--- src/hdl/sli_pkg.sv ---
/*
 * Constants and types for the switch port status indicator block.
 * Assumes a 50 MHz system clock; straps are stable around reset release.
 */
package sli_pkg;

	// ---------------------------------------------------------------
	// Geometry
	// ---------------------------------------------------------------
	localparam int PIN_COUNT = 6;
	localparam int FUNC_W = 3;
	localparam int PORT_COUNT = 3;

	// ---------------------------------------------------------------
	// Function codes
	// ---------------------------------------------------------------
	localparam logic [2:0] FUN_SPD_DPX_LACT = 3'h0;
	localparam logic [2:0] FUN_10LA_DPX_100LA = 3'h1;
	localparam logic [2:0] FUN_SPD_LACT_RXTX = 3'h2;
	localparam logic [2:0] FUN_SPD_LINK_ACT = 3'h3;
	localparam logic [2:0] FUN_DPX_LINK_ACT = 3'h4;
	localparam logic [2:0] FUN_100L_10L_ACT = 3'h5;
	localparam logic [2:0] FUN_RESERVED = 3'h6;
	localparam logic [2:0] FUN_RAW = 3'h7;

	// ---------------------------------------------------------------
	// Timing
	// ---------------------------------------------------------------
	localparam longint CLOCK_HZ = 50000000;
	localparam longint PULSE_MS = 80;
	localparam longint PULSE_CYCLES = CLOCK_HZ / 1000 * PULSE_MS;
	localparam int TIMER_W = 23;

	// ---------------------------------------------------------------
	// Per-pin stretch timer phases
	// ---------------------------------------------------------------
	typedef enum logic [1:0] {
		SLI_IDLE,
		SLI_PULSE,
		SLI_GAP
	} sli_phase_t;

	typedef struct packed {
		sli_phase_t phase;
		logic [TIMER_W-1:0] count;
	} sli_stretch_t;

endpackage

--- src/hdl/sli_stretch_if.sv ---
/*
 * Bundle between the indicator top and its pulse stretchers.
 * Assumes both ends share the system clock.
 */
`timescale 1ns/1ps
interface sli_stretch_if;
	logic [sli_pkg::PIN_COUNT-1:0] event_hit;
	logic [sli_pkg::PIN_COUNT-1:0] pulse_on;
	modport top (output event_hit, input pulse_on);
	modport stretch (input event_hit, output pulse_on);
endinterface

--- src/hdl/sli_indicator.sv ---
/*
 * Status indicator driver for six pins shared with general-purpose I/O.
 * Assumes status inputs are asynchronous to clock; straps settle before reset release.
 */
// Overview of operation
// - Select bit set makes pin an indicator; GPIO input buffer and pull-up off.
// - Select bits, function code and polarity reset from straps.
// - Global off: open-drain pins undriven, push-pull pins held inactive.
// - Code 0: speed, duplex, link/act; code 1: 10-link/act, duplex, 100-link/act.
// - Code 2: speed, link/act, port 0 RX/TX; code 3: speed, link, activity.
// - Code 4: duplex, link, activity; code 5: 100-link, 10-link, activity.
// - Code 6 reserved; code 7 shows raw TX_EN and RX_DV per port.
// - Codes 0-5 active level is inverse of hard strap latched at reset.
// - Codes 0-5 inactive state leaves the pin undriven.
// - TX pulses active 80 ms then 80 ms inactive, ignoring link.
// - RX pulses active 80 ms then 80 ms inactive, ignoring link.
// - Activity pulses active 80 ms on traffic; held inactive without internal link.
// - Link is steadily active while link valid at either speed.
// - Link/activity active with link, pulses inactive 80 ms on traffic.
// - 100-link active only with valid 100 Mbps link.
// - 100-link/activity like link/activity but only at 100 Mbps.
// - 10-link active only with valid 10 Mbps link.
// - 10-link/activity like link/activity but only at 10 Mbps.
// - Duplex/collision active in full duplex with link, 80 ms pulses on collision in half with link.
// - Speed active at 100 Mbps, inactive at 10 Mbps or without link.
// - Code 7 uses push-pull drivers, all other codes open-drain/open-source.
// - Code 7 drives pin equal to its status signal without stretching.
`timescale 1ns/1ps
module sli_indicator (
	// Clock and reset
	input wire logic clock,
	input wire logic rst_b,
	// Straps, sampled after reset release
	input wire logic [5:0] indicator_select_strap,
	input wire logic [2:0] indicator_function_strap,
	input wire logic [5:0] indicator_polarity_strap,
	// Configuration
	input wire logic cfg_write,
	input wire logic [5:0] indicator_select_bits,
	input wire logic [2:0] indicator_function_code,
	input wire logic indicator_global_off,
	// Port status, index is port number
	input wire logic [2:0] port_link,
	input wire logic [2:0] port_speed_100,
	input wire logic [2:0] port_full_duplex,
	input wire logic [2:0] port_collision,
	input wire logic [2:0] port_tx_en,
	input wire logic [2:0] port_rx_dv,
	input wire logic port0_external,
	// Pins
	output logic [5:0] pin_out,
	output logic [5:0] pin_oe_b,
	output logic [5:0] gpio_input_enable,
	output logic [5:0] gpio_pullup_enable,
	// Configuration readback
	output logic [5:0] select_state,
	output logic [2:0] function_state
);
	// ---------------------------------------------------------------
	// Reset release
	// ---------------------------------------------------------------
	logic [1:0] rst_sync_r;
	logic rst_sync_b;

	always_ff @(posedge clock or negedge rst_b) begin
		if (!rst_b) begin
			rst_sync_r <= 2'h0;
		end else begin
			rst_sync_r <= {rst_sync_r[0], 1'b1};
		end
	end
	assign rst_sync_b = rst_sync_r[1];

	// ---------------------------------------------------------------
	// State
	// ---------------------------------------------------------------
	typedef struct packed {
		logic loaded;
		logic [5:0] sel;
		logic [2:0] fun;
		logic [5:0] strap_hi;
		logic off;
		logic [2:0] link_s1;
		logic [2:0] link_s2;
		logic [2:0] spd_s1;
		logic [2:0] spd_s2;
		logic [2:0] fdx_s1;
		logic [2:0] fdx_s2;
		logic [2:0] col_s1;
		logic [2:0] col_s2;
		logic [2:0] tx_s1;
		logic [2:0] tx_s2;
		logic [2:0] rx_s1;
		logic [2:0] rx_s2;
		logic ext_s1;
		logic ext_s2;
		logic [5:0] pout;
		logic [5:0] poe_b;
		logic [5:0] gin;
		logic [5:0] gpu;
	} sli_state_t;

	sli_state_t s_r;
	sli_state_t s_nxt;

	sli_stretch_if sif ();

	sli_stretch u_stretch (
		.clock(clock),
		.rst_sync_b(rst_sync_b),
		.sif(sif.stretch)
	);

	// ---------------------------------------------------------------
	// Decode and drive
	// ---------------------------------------------------------------
	logic [5:0] act;
	logic [5:0] evt;
	logic [5:0] active;
	logic push_pull;
	int i;

	// ---------------------------------------------------------------
	// Per-port indications
	// ---------------------------------------------------------------
	logic [2:0] traffic;
	logic [2:0] int_link;
	logic [2:0] spd_on;
	logic [2:0] l10_on;
	logic [2:0] col_evt;
	logic [2:0] lact_evt;
	logic [2:0] l100_evt;
	logic [2:0] l10_evt;
	logic [2:0] act_evt;
	genvar gp;

	// One set per port; port 0 only feeds the RX/TX and raw roles
	generate
		for (gp = 0; gp < sli_pkg::PORT_COUNT; gp++) begin : g_port
			assign traffic[gp] = s_r.tx_s2[gp] | s_r.rx_s2[gp];
			if (gp == 0) begin : g_ext
				// External port 0 ignores link for activity
				assign int_link[gp] = s_r.link_s2[gp] | s_r.ext_s2;
			end else begin : g_int
				// Internal PHYs need link for activity
				assign int_link[gp] = s_r.link_s2[gp];
			end
			// Steady roles, all gated by link
			assign spd_on[gp] = s_r.link_s2[gp] & s_r.spd_s2[gp];
			assign l10_on[gp] = s_r.link_s2[gp] & ~s_r.spd_s2[gp];
			// Traffic events; the stretchers drop them while busy
			assign col_evt[gp] = s_r.link_s2[gp] & ~s_r.fdx_s2[gp] & s_r.col_s2[gp];
			assign lact_evt[gp] = s_r.link_s2[gp] & traffic[gp];
			assign l100_evt[gp] = spd_on[gp] & traffic[gp];
			assign l10_evt[gp] = l10_on[gp] & traffic[gp];
			assign act_evt[gp] = int_link[gp] & traffic[gp];
		end
	endgenerate

	// ---------------------------------------------------------------
	// Per-pin role decode
	// ---------------------------------------------------------------
	genvar gk;

	generate
		for (gk = 0; gk < sli_pkg::PIN_COUNT; gk++) begin : g_role
			// Pins 0-2 serve port 1, pins 3-5 port 2
			localparam int PRT = (gk < 3) ? 1 : 2;
			localparam int ROW = gk % 3;
			// Raw code: middle row is TX, top row is port 0 with TX on pin 5, rest RX
			localparam int RAW_PRT = (ROW == 2) ? 0 : PRT;
			localparam bit RAW_TX = (ROW == 1) || (gk == 5);
			logic pulse;
			logic pin_act;
			logic pin_evt;

			// Stretcher output for this pin, shared by every role
			assign pulse = sif.pulse_on[gk];

			// Roles change with the code; a running timer carries over
			always_comb begin
				pin_act = 1'b0;
				pin_evt = 1'b0;
				unique case (s_r.fun)
					// Speed, duplex, link/activity
					sli_pkg::FUN_SPD_DPX_LACT: begin
						if (ROW == 0) begin
							pin_act = spd_on[PRT];
						end else if (ROW == 1) begin
							// Full duplex steady, collisions stretched
							pin_act = s_r.link_s2[PRT] & (s_r.fdx_s2[PRT] | pulse);
							pin_evt = col_evt[PRT];
						end else begin
							// Idles active, blinks off on traffic
							pin_act = s_r.link_s2[PRT] & ~pulse;
							pin_evt = lact_evt[PRT];
						end
					end
					// 10-link/activity, duplex, 100-link/activity
					sli_pkg::FUN_10LA_DPX_100LA: begin
						if (ROW == 0) begin
							pin_act = l10_on[PRT] & ~pulse;
							pin_evt = l10_evt[PRT];
						end else if (ROW == 1) begin
							// Full duplex steady, collisions stretched
							pin_act = s_r.link_s2[PRT] & (s_r.fdx_s2[PRT] | pulse);
							pin_evt = col_evt[PRT];
						end else begin
							pin_act = spd_on[PRT] & ~pulse;
							pin_evt = l100_evt[PRT];
						end
					end
					// Speed, link/activity, port 0 RX and TX
					sli_pkg::FUN_SPD_LACT_RXTX: begin
						// Port 0 RX on the lower pin, TX on the upper
						if (gk == 2) begin
							pin_act = pulse;
							pin_evt = s_r.rx_s2[0];
						end else if (gk == 5) begin
							pin_act = pulse;
							pin_evt = s_r.tx_s2[0];
						end else if (ROW == 0) begin
							pin_act = spd_on[PRT];
						end else begin
							pin_act = s_r.link_s2[PRT] & ~pulse;
							pin_evt = lact_evt[PRT];
						end
					end
					// Activity on the top row; steady roles below, except code 4 duplex which stretches collisions
					sli_pkg::FUN_SPD_LINK_ACT,
					sli_pkg::FUN_DPX_LINK_ACT,
					sli_pkg::FUN_100L_10L_ACT: begin
						if (ROW == 2) begin
							// Idles inactive
							pin_act = int_link[PRT] & pulse;
							pin_evt = act_evt[PRT];
						end else if (s_r.fun == sli_pkg::FUN_100L_10L_ACT && ROW == 0) begin
							pin_act = spd_on[PRT];
						end else if (s_r.fun == sli_pkg::FUN_100L_10L_ACT) begin
							pin_act = l10_on[PRT];
						end else if (ROW == 1) begin
							pin_act = s_r.link_s2[PRT];
						end else if (s_r.fun == sli_pkg::FUN_SPD_LINK_ACT) begin
							pin_act = spd_on[PRT];
						end else begin
							pin_act = s_r.link_s2[PRT] & (s_r.fdx_s2[PRT] | pulse);
							pin_evt = col_evt[PRT];
						end
					end
					sli_pkg::FUN_RAW: begin
						// Level follows status with no stretch
						pin_act = RAW_TX ? s_r.tx_s2[RAW_PRT] : s_r.rx_s2[RAW_PRT];
					end
					default: begin
						// Reserved code shows nothing
						pin_act = 1'b0;
					end
				endcase
			end

			assign act[gk] = pin_act;
			assign evt[gk] = pin_evt;
		end
	endgenerate

	always_comb begin
		s_nxt = s_r;
		active = '0;
		// Synchronisers, second stage is the only reader of the first
		s_nxt.link_s1 = port_link;
		s_nxt.link_s2 = s_r.link_s1;
		s_nxt.spd_s1 = port_speed_100;
		s_nxt.spd_s2 = s_r.spd_s1;
		s_nxt.fdx_s1 = port_full_duplex;
		s_nxt.fdx_s2 = s_r.fdx_s1;
		s_nxt.col_s1 = port_collision;
		s_nxt.col_s2 = s_r.col_s1;
		s_nxt.tx_s1 = port_tx_en;
		s_nxt.tx_s2 = s_r.tx_s1;
		s_nxt.rx_s1 = port_rx_dv;
		s_nxt.rx_s2 = s_r.rx_s1;
		s_nxt.ext_s1 = port0_external;
		s_nxt.ext_s2 = s_r.ext_s1;
		s_nxt.off = indicator_global_off;
		// Straps caught on the first clock after release
		if (!s_r.loaded) begin
			s_nxt.loaded = 1'b1;
			s_nxt.sel = indicator_select_strap;
			s_nxt.fun = indicator_function_strap;
			s_nxt.strap_hi = indicator_polarity_strap;
		end else if (cfg_write) begin
			s_nxt.sel = indicator_select_bits;
			s_nxt.fun = indicator_function_code;
		end
		active = act & ~{6{s_r.off}};
		push_pull = (s_r.fun == sli_pkg::FUN_RAW);
		for (i = 0; i < 6; i++) begin
			if (!s_r.sel[i]) begin
				// GPIO mode: released here, GPIO logic owns the pin
				s_nxt.pout[i] = 1'b0;
				s_nxt.poe_b[i] = 1'b1;
				s_nxt.gin[i] = 1'b1;
				s_nxt.gpu[i] = 1'b1;
			end else begin
				s_nxt.gin[i] = 1'b0;
				s_nxt.gpu[i] = 1'b0;
				if (push_pull) begin
					// Push-pull stays driven when off, low is inactive
					s_nxt.pout[i] = active[i];
					s_nxt.poe_b[i] = 1'b0;
				end else begin
					// Active drives the inverse strap level
					s_nxt.pout[i] = ~s_r.strap_hi[i];
					// Inactive or globally off is undriven
					s_nxt.poe_b[i] = ~active[i];
				end
			end
		end
	end

	always_ff @(posedge clock or negedge rst_sync_b) begin
		if (!rst_sync_b) begin
			s_r <= '{poe_b: 6'h3f, gin: 6'h3f, gpu: 6'h3f, default: '0};
		end else begin
			s_r <= s_nxt;
		end
	end

	assign sif.event_hit = evt;

	// ---------------------------------------------------------------
	// Outputs
	// ---------------------------------------------------------------
	assign pin_out = s_r.pout;
	assign pin_oe_b = s_r.poe_b;
	assign gpio_input_enable = s_r.gin;
	assign gpio_pullup_enable = s_r.gpu;
	assign select_state = s_r.sel;
	assign function_state = s_r.fun;
endmodule

--- src/hdl/sli_stretch.sv ---
/*
 * One 80 ms pulse stretcher per indicator pin, each followed by an 80 ms gap.
 * Assumes event_hit comes from logic on the same clock.
 */
`timescale 1ns/1ps
module sli_stretch #(
	parameter logic [sli_pkg::TIMER_W-1:0] PULSE_LEN =
		sli_pkg::TIMER_W'(sli_pkg::PULSE_CYCLES)
) (
	// Clock and reset
	input wire logic clock,
	input wire logic rst_sync_b,
	// Events and stretched pulses
	sli_stretch_if.stretch sif
);
	// ---------------------------------------------------------------
	// Timers
	// ---------------------------------------------------------------
	genvar gi;
	generate
		for (gi = 0; gi < sli_pkg::PIN_COUNT; gi++) begin : g_pin
			sli_pkg::sli_stretch_t st_r;
			sli_pkg::sli_stretch_t st_nxt;
			always_comb begin
				st_nxt = st_r;
				unique case (st_r.phase)
					sli_pkg::SLI_IDLE: begin
						// New event only after gap elapsed
						if (sif.event_hit[gi]) begin
							st_nxt.phase = sli_pkg::SLI_PULSE;
							st_nxt.count = PULSE_LEN - 1'b1;
						end
					end
					sli_pkg::SLI_PULSE: begin
						if (st_r.count == '0) begin
							st_nxt.phase = sli_pkg::SLI_GAP;
							st_nxt.count = PULSE_LEN - 1'b1;
						end else begin
							st_nxt.count = st_r.count - 1'b1;
						end
					end
					sli_pkg::SLI_GAP: begin
						// Events during the gap are dropped, not queued
						if (st_r.count == '0) begin
							st_nxt.phase = sli_pkg::SLI_IDLE;
						end else begin
							st_nxt.count = st_r.count - 1'b1;
						end
					end
					default: begin
						st_nxt.phase = sli_pkg::SLI_IDLE;
					end
				endcase
			end
			always_ff @(posedge clock or negedge rst_sync_b) begin
				if (!rst_sync_b) begin
					st_r <= '{phase: sli_pkg::SLI_IDLE, count: '0};
				end else begin
					st_r <= st_nxt;
				end
			end
			assign sif.pulse_on[gi] = (st_r.phase == sli_pkg::SLI_PULSE);
		end
	endgenerate
endmodule

--- config.mk ---
export PLATFORM = sky130hd
export DESIGN_NAME = sli_indicator
export DESIGN_NICKNAME = d
export VERILOG_FILES = /design/src/hdl/sli_pkg.sv /design/src/hdl/sli_stretch_if.sv /design/src/hdl/sli_indicator.sv /design/src/hdl/sli_stretch.sv
export SDC_FILE = /design/constraint.sdc
export NUM_CORES = 1
export LEC_CHECK = 0
export ABC_AREA = 1
export BUFFER_PORTS_ARGS = -buffer_cell sky130_fd_sc_hd__buf_2
export CAP_MARGIN = 20
export CORE_ASPECT_RATIO = 0.7
export CORE_MARGIN = 4
export CORE_UTILIZATION = 56
export CTS_CLUSTER_DIAMETER = 100
export DETAILED_ROUTE_END_ITERATION = 6
export PLACE_DENSITY = 0.87
export SKIP_LAST_GASP = 1
export SYNTH_ARGS = -nofsm -noshare
export SYNTH_HDL_FRONTEND = slang
export SYNTH_SLANG_ARGS = --single-unit
export TNS_END_PERCENT = 5
--- constraint.sdc ---
create_clock -name clock -period 6.25 [get_ports clock]
set_input_delay 1.5625 -clock clock [delete_from_list [all_inputs] [get_ports clock]]
set_output_delay 1.5625 -clock clock [all_outputs]
set_load 0.03 [all_outputs]
==> impl_metrics.py <==
metrics = {
    "status": {
        "status": "finished clean",
    },
    "grt": {
        "grt_max_degree": 202,
        "first_global_vias": 11620,
        "grtUsageTotal": 0.2527,
        "grt_overflow": 0,
        "antenna_found_initial": 0,
        "grt_pass1_wl_um": 55410,
    },
    "final_layout": {
        "syn_to_final_growth_pct": 8.499,
        "fillers": 2004,
        "antennaDiodeCount": 0,
        "drive_gt1_frac": 0.09403,
        "nets": 2043,
    },
    "critical_path": {
        "path_depth": 1,
        "endpoint_kind": "output pin",
        "crit_type": "register to output pin",
        "cp_max_fo": 9,
        "reg2regPathDepth": 11,
        "crit_path_end": "function_state[0]",
        "path_buf_inv": 1,
        "crit_path_top_delay_cell": "dfrtp_1",
        "arrival_ns": 1.37,
        "worstPathCellList": "buf_2",
        "worst_setup_path_start_kind": "register",
        "critPathRequiredTime_ns": 4.69,
        "crit_path_start": "function_state[0]$_DFFE_PN0P_",
        "crit_path_max_incr_delay_ns": 0.58,
        "timing.reg2reg.setup_slack_ns": 3.63,
        "crit_family": "flip-flops",
        "worstReg2RegEnd": "u_stretch.g_pin[0].st_r[16]$_DFFE_PN0P_",
        "rr_startpoint": "function_state[0]$_DFFE_PN0P_",
    },
    "routing": {
        "num_vias": 12570,
        "routedWlPerCell_um": 14.47,
        "drt_iter0_drc": 1373,
        "dr.pass1.iters": 6,
        "antenna_left": 0,
        "drc": 0,
        "wirelength_um": 33220,
        "vias_per_cell": 5.476,
    },
    "floorplanning": {
        "rows": 47,
        "initial_utilization": 0.5675,
        "die_area_mm2": 0.02648,
        "fp.coreArea_mm2": 0.02358,
        "dieWidth_um": 192.8,
        "die_y_um": 137.3,
        "io_pins": 80,
    },
    "timing": {
        "rsz0062_at_grt": "no",
        "fin_worst_skew_ns": 0.01043,
        "period_share": 0.4687,
        "tightest_slew_ns": 1.036,
        "relSlewSlack": 0.3095,
        "fmax_mhz": 341.4,
        "setup-violations-final": 0,
        "finalSetupTns_ns": 0,
        "fin_ws_ns": 3.321,
        "drv_slew": 0,
        "post-route-min-period_ns": 2.929,
        "hold_violations": 0,
    },
    "clocking": {
        "clkLatencyLatePin_ns": 0.51,
        "htreeDepth": 1,
        "tritoncts": "yes",
        "cts.reportedPaths.clkPinSlew_ns": 0.06,
        "holdBufCountCts": 0,
        "cts_buffer_depth": 3,
        "cts_sinks": 215,
        "cts_resized": 0,
        "post_cts_buffers": 0,
        "numCtsBuffers": 22,
        "cts-root-buf": "clkbuf_16",
    },
    "pwr": {
        "clkPwrFrac": 0.293,
        "vdd_ir_drop_max_uv": 239.7,
        "power_density_mw_per_mm2": 330.1,
        "power_frac_comb": 0.339,
        "swShare": 0.3866,
        "p_int_uw": 2940,
        "switchingPower_uw": 1853,
        "pwr-share-seq": 0.368,
        "leakage_uw": 0.007415,
    },
    "flow_run": {
        "maxCapViolCount": 0,
    },
    "placed_design": {
        "portBuffers": 74,
        "gp_congestion": 0.9548,
        "place_ws_ns": 3.624,
        "hpwl_um": 23860,
    },
    "logic_synthesis": {
        "synth_seq_cells": 215,
        "ys.warnings.count": 0,
        "synth_area_leaders": "dfrtp_1, nand2_1, nor2_1",
        "synthCells": 1931,
        "ys_types": 47,
        "synthDominantCellAreaShare": 0.3796,
        "syn_area_per_cell_um2": 6.931,
        "synth.largest_area_cell": "dfrtp_1",
        "ys_seq_area_frac": 0.4031,
        "syn-cell-area_mm2": 0.01338,
    },
    "min_path": {
        "hp-class": "register to async pin",
    },
}
==> final cells by class <==
type | instances | area, um2 | area share
Clock buffer | 31 | 685.7 | 0.04722
Clock inverter | 9 | 102.6 | 0.007066
Inverter | 219 | 824.5 | 0.05679
Multi-Input combinational cell | 1428 | 6713 | 0.4623
Sequential cell | 215 | 5399 | 0.3718
Tap cell | 318 | 397.9 | 0.02740
Timing Repair Buffer | 76 | 397.9 | 0.02740
==> synth_stat cells, drive strengths merged <==
cell type / n
nor3b: 1
clkinv: 3
o31ai: 1
o211ai: 13
or2: 6
a21oi: 60
nand3: 149
buf: 56
a31oi: 1
clkbuf: 14
nand2: 555
nand3b: 4
a22oi: 20
nor2: 378
nand4: 31
inv: 216
and2: 1
o21bai: 4
nand2b: 1
nor4: 2
conb: 1
o21ai: 97
xnor2: 10
xor2: 27
ha: 34
dfstp: 12
dfrtp: 203
o22ai: 4
a21boi: 5
nor3: 22
==> power groups by stage <==
stage	combinational (uW)	clock, uW	sequential (uW)
floorplan	1300	0	1750
global placement	1540	0	1770
detailed placement	1600	0	1780
CTS	1610	1430	1760
global route	1840	1490	1790
finish	1620	1410	1760
==> sequential cells by signal, summed over array words and instances (netlist names) <==
register and count:
pin_oe_b 6, s_r 20, gpio_pullup_enable 6, u_stretch.g_pin.st_r 150, select_state 6, rst_sync_r 2
s_nxt 14, pin_out 6, int_link 2, function_state 3
==> through the flow <==
| stage | hold WS, ns | cells | area, um2 | utilization | total power [uW] |
|---|---|---|---|---|---|
| global route | 0.1975 | 2296 | 14520 | 0.6157 | 5121 |
| detailed placement | 0.1762 | 2256 | 13730 | 0.5823 | 3383 |
| finish | 0.1749 | 2296 | 14520 | 0.6157 | 4794 |
| global placement | 0.1732 | 2256 | 13730 | 0.5823 | 3313 |
| CTS | 0.1858 | 2296 | 14520 | 0.6157 | 4803 |
| floorplan | 0.3311 | 1932 | 13390 | - | 3054 |
==> kinds of logic (layout without fill, tap and decap cells) <==
| logic type | after synthesis | count (layout) | share of synthesized area |
|---|---|---|---|
| AND/OR/NAND/NOR | 1150 | 1150 | 0.3596 |
| buffers and inverters | 289 | 335 | 0.09555 |
| flip-flops | 215 | 215 | 0.4031 |
| AO/OA/AOI/OAI | 205 | 205 | 0.08545 |
| XOR/XNOR | 37 | 37 | 0.02421 |
| adder cells (fa/ha/maj) | 34 | 34 | 0.03179 |
| other | 1 | 2 | 0.0002802 |
==> cell usage in the layout (no fill, tap or decap), drive strengths merged, types with 10 or more instances in the layout <==
cell / Yosys / final
a21oi: 60 / 60
a22oi: 20 / 20
buf: 56 / 76
clkbuf: 14 / 31
dfrtp: 203 / 203
dfstp: 12 / 12
ha: 34 / 34
inv: 216 / 216
nand2: 555 / 555
nand3: 149 / 149
nand4: 31 / 31
nor2: 378 / 378
nor3: 22 / 22
o211ai: 13 / 13
o21ai: 97 / 97
xnor2: 10 / 10
xor2: 27 / 27
==> layer usage <==
metal / share of wire / vias up / GRT usage
met5: 0 / - / 0
met3: 0.076 / 67 / 0.03394
li1: - / 6142 / -
met1: 0.46 / 5832 / 0.3682
met4: 0.027 / 0 / 0.08036
met2: 0.44 / 532 / 0.3941
==> worst min path at each step <==
stage | from | endpoint | slack, ns | depth (start not counted)
4_1_cts | rst_sync_r[1]$_DFF_PN0_ | u_stretch.g_pin[4].st_r[4]$_DFFE_PN0P_ | 0.19 | 0
3_5_place_dp | rst_sync_r[1]$_DFF_PN0_ | u_stretch.g_pin[4].st_r[6]$_DFFE_PN0P_ | 0.18 | 0
6_report | rst_sync_r[1]$_DFF_PN0_ | u_stretch.g_pin[4].st_r[6]$_DFFE_PN0P_ | 0.17 | 0
5_1_grt | rst_sync_r[1]$_DFF_PN0_ | u_stretch.g_pin[4].st_r[5]$_DFFE_PN0P_ | 0.20 | 0
3_3_place_gp | rst_sync_r[1]$_DFF_PN0_ | u_stretch.g_pin[4].st_r[6]$_DFFE_PN0P_ | 0.17 | 0
2_1_floorplan | rst_sync_r[0]$_DFF_PN0_ | rst_sync_r[1]$_DFF_PN0_ | 0.33 | 0
(Power assumes the default switching activity.)
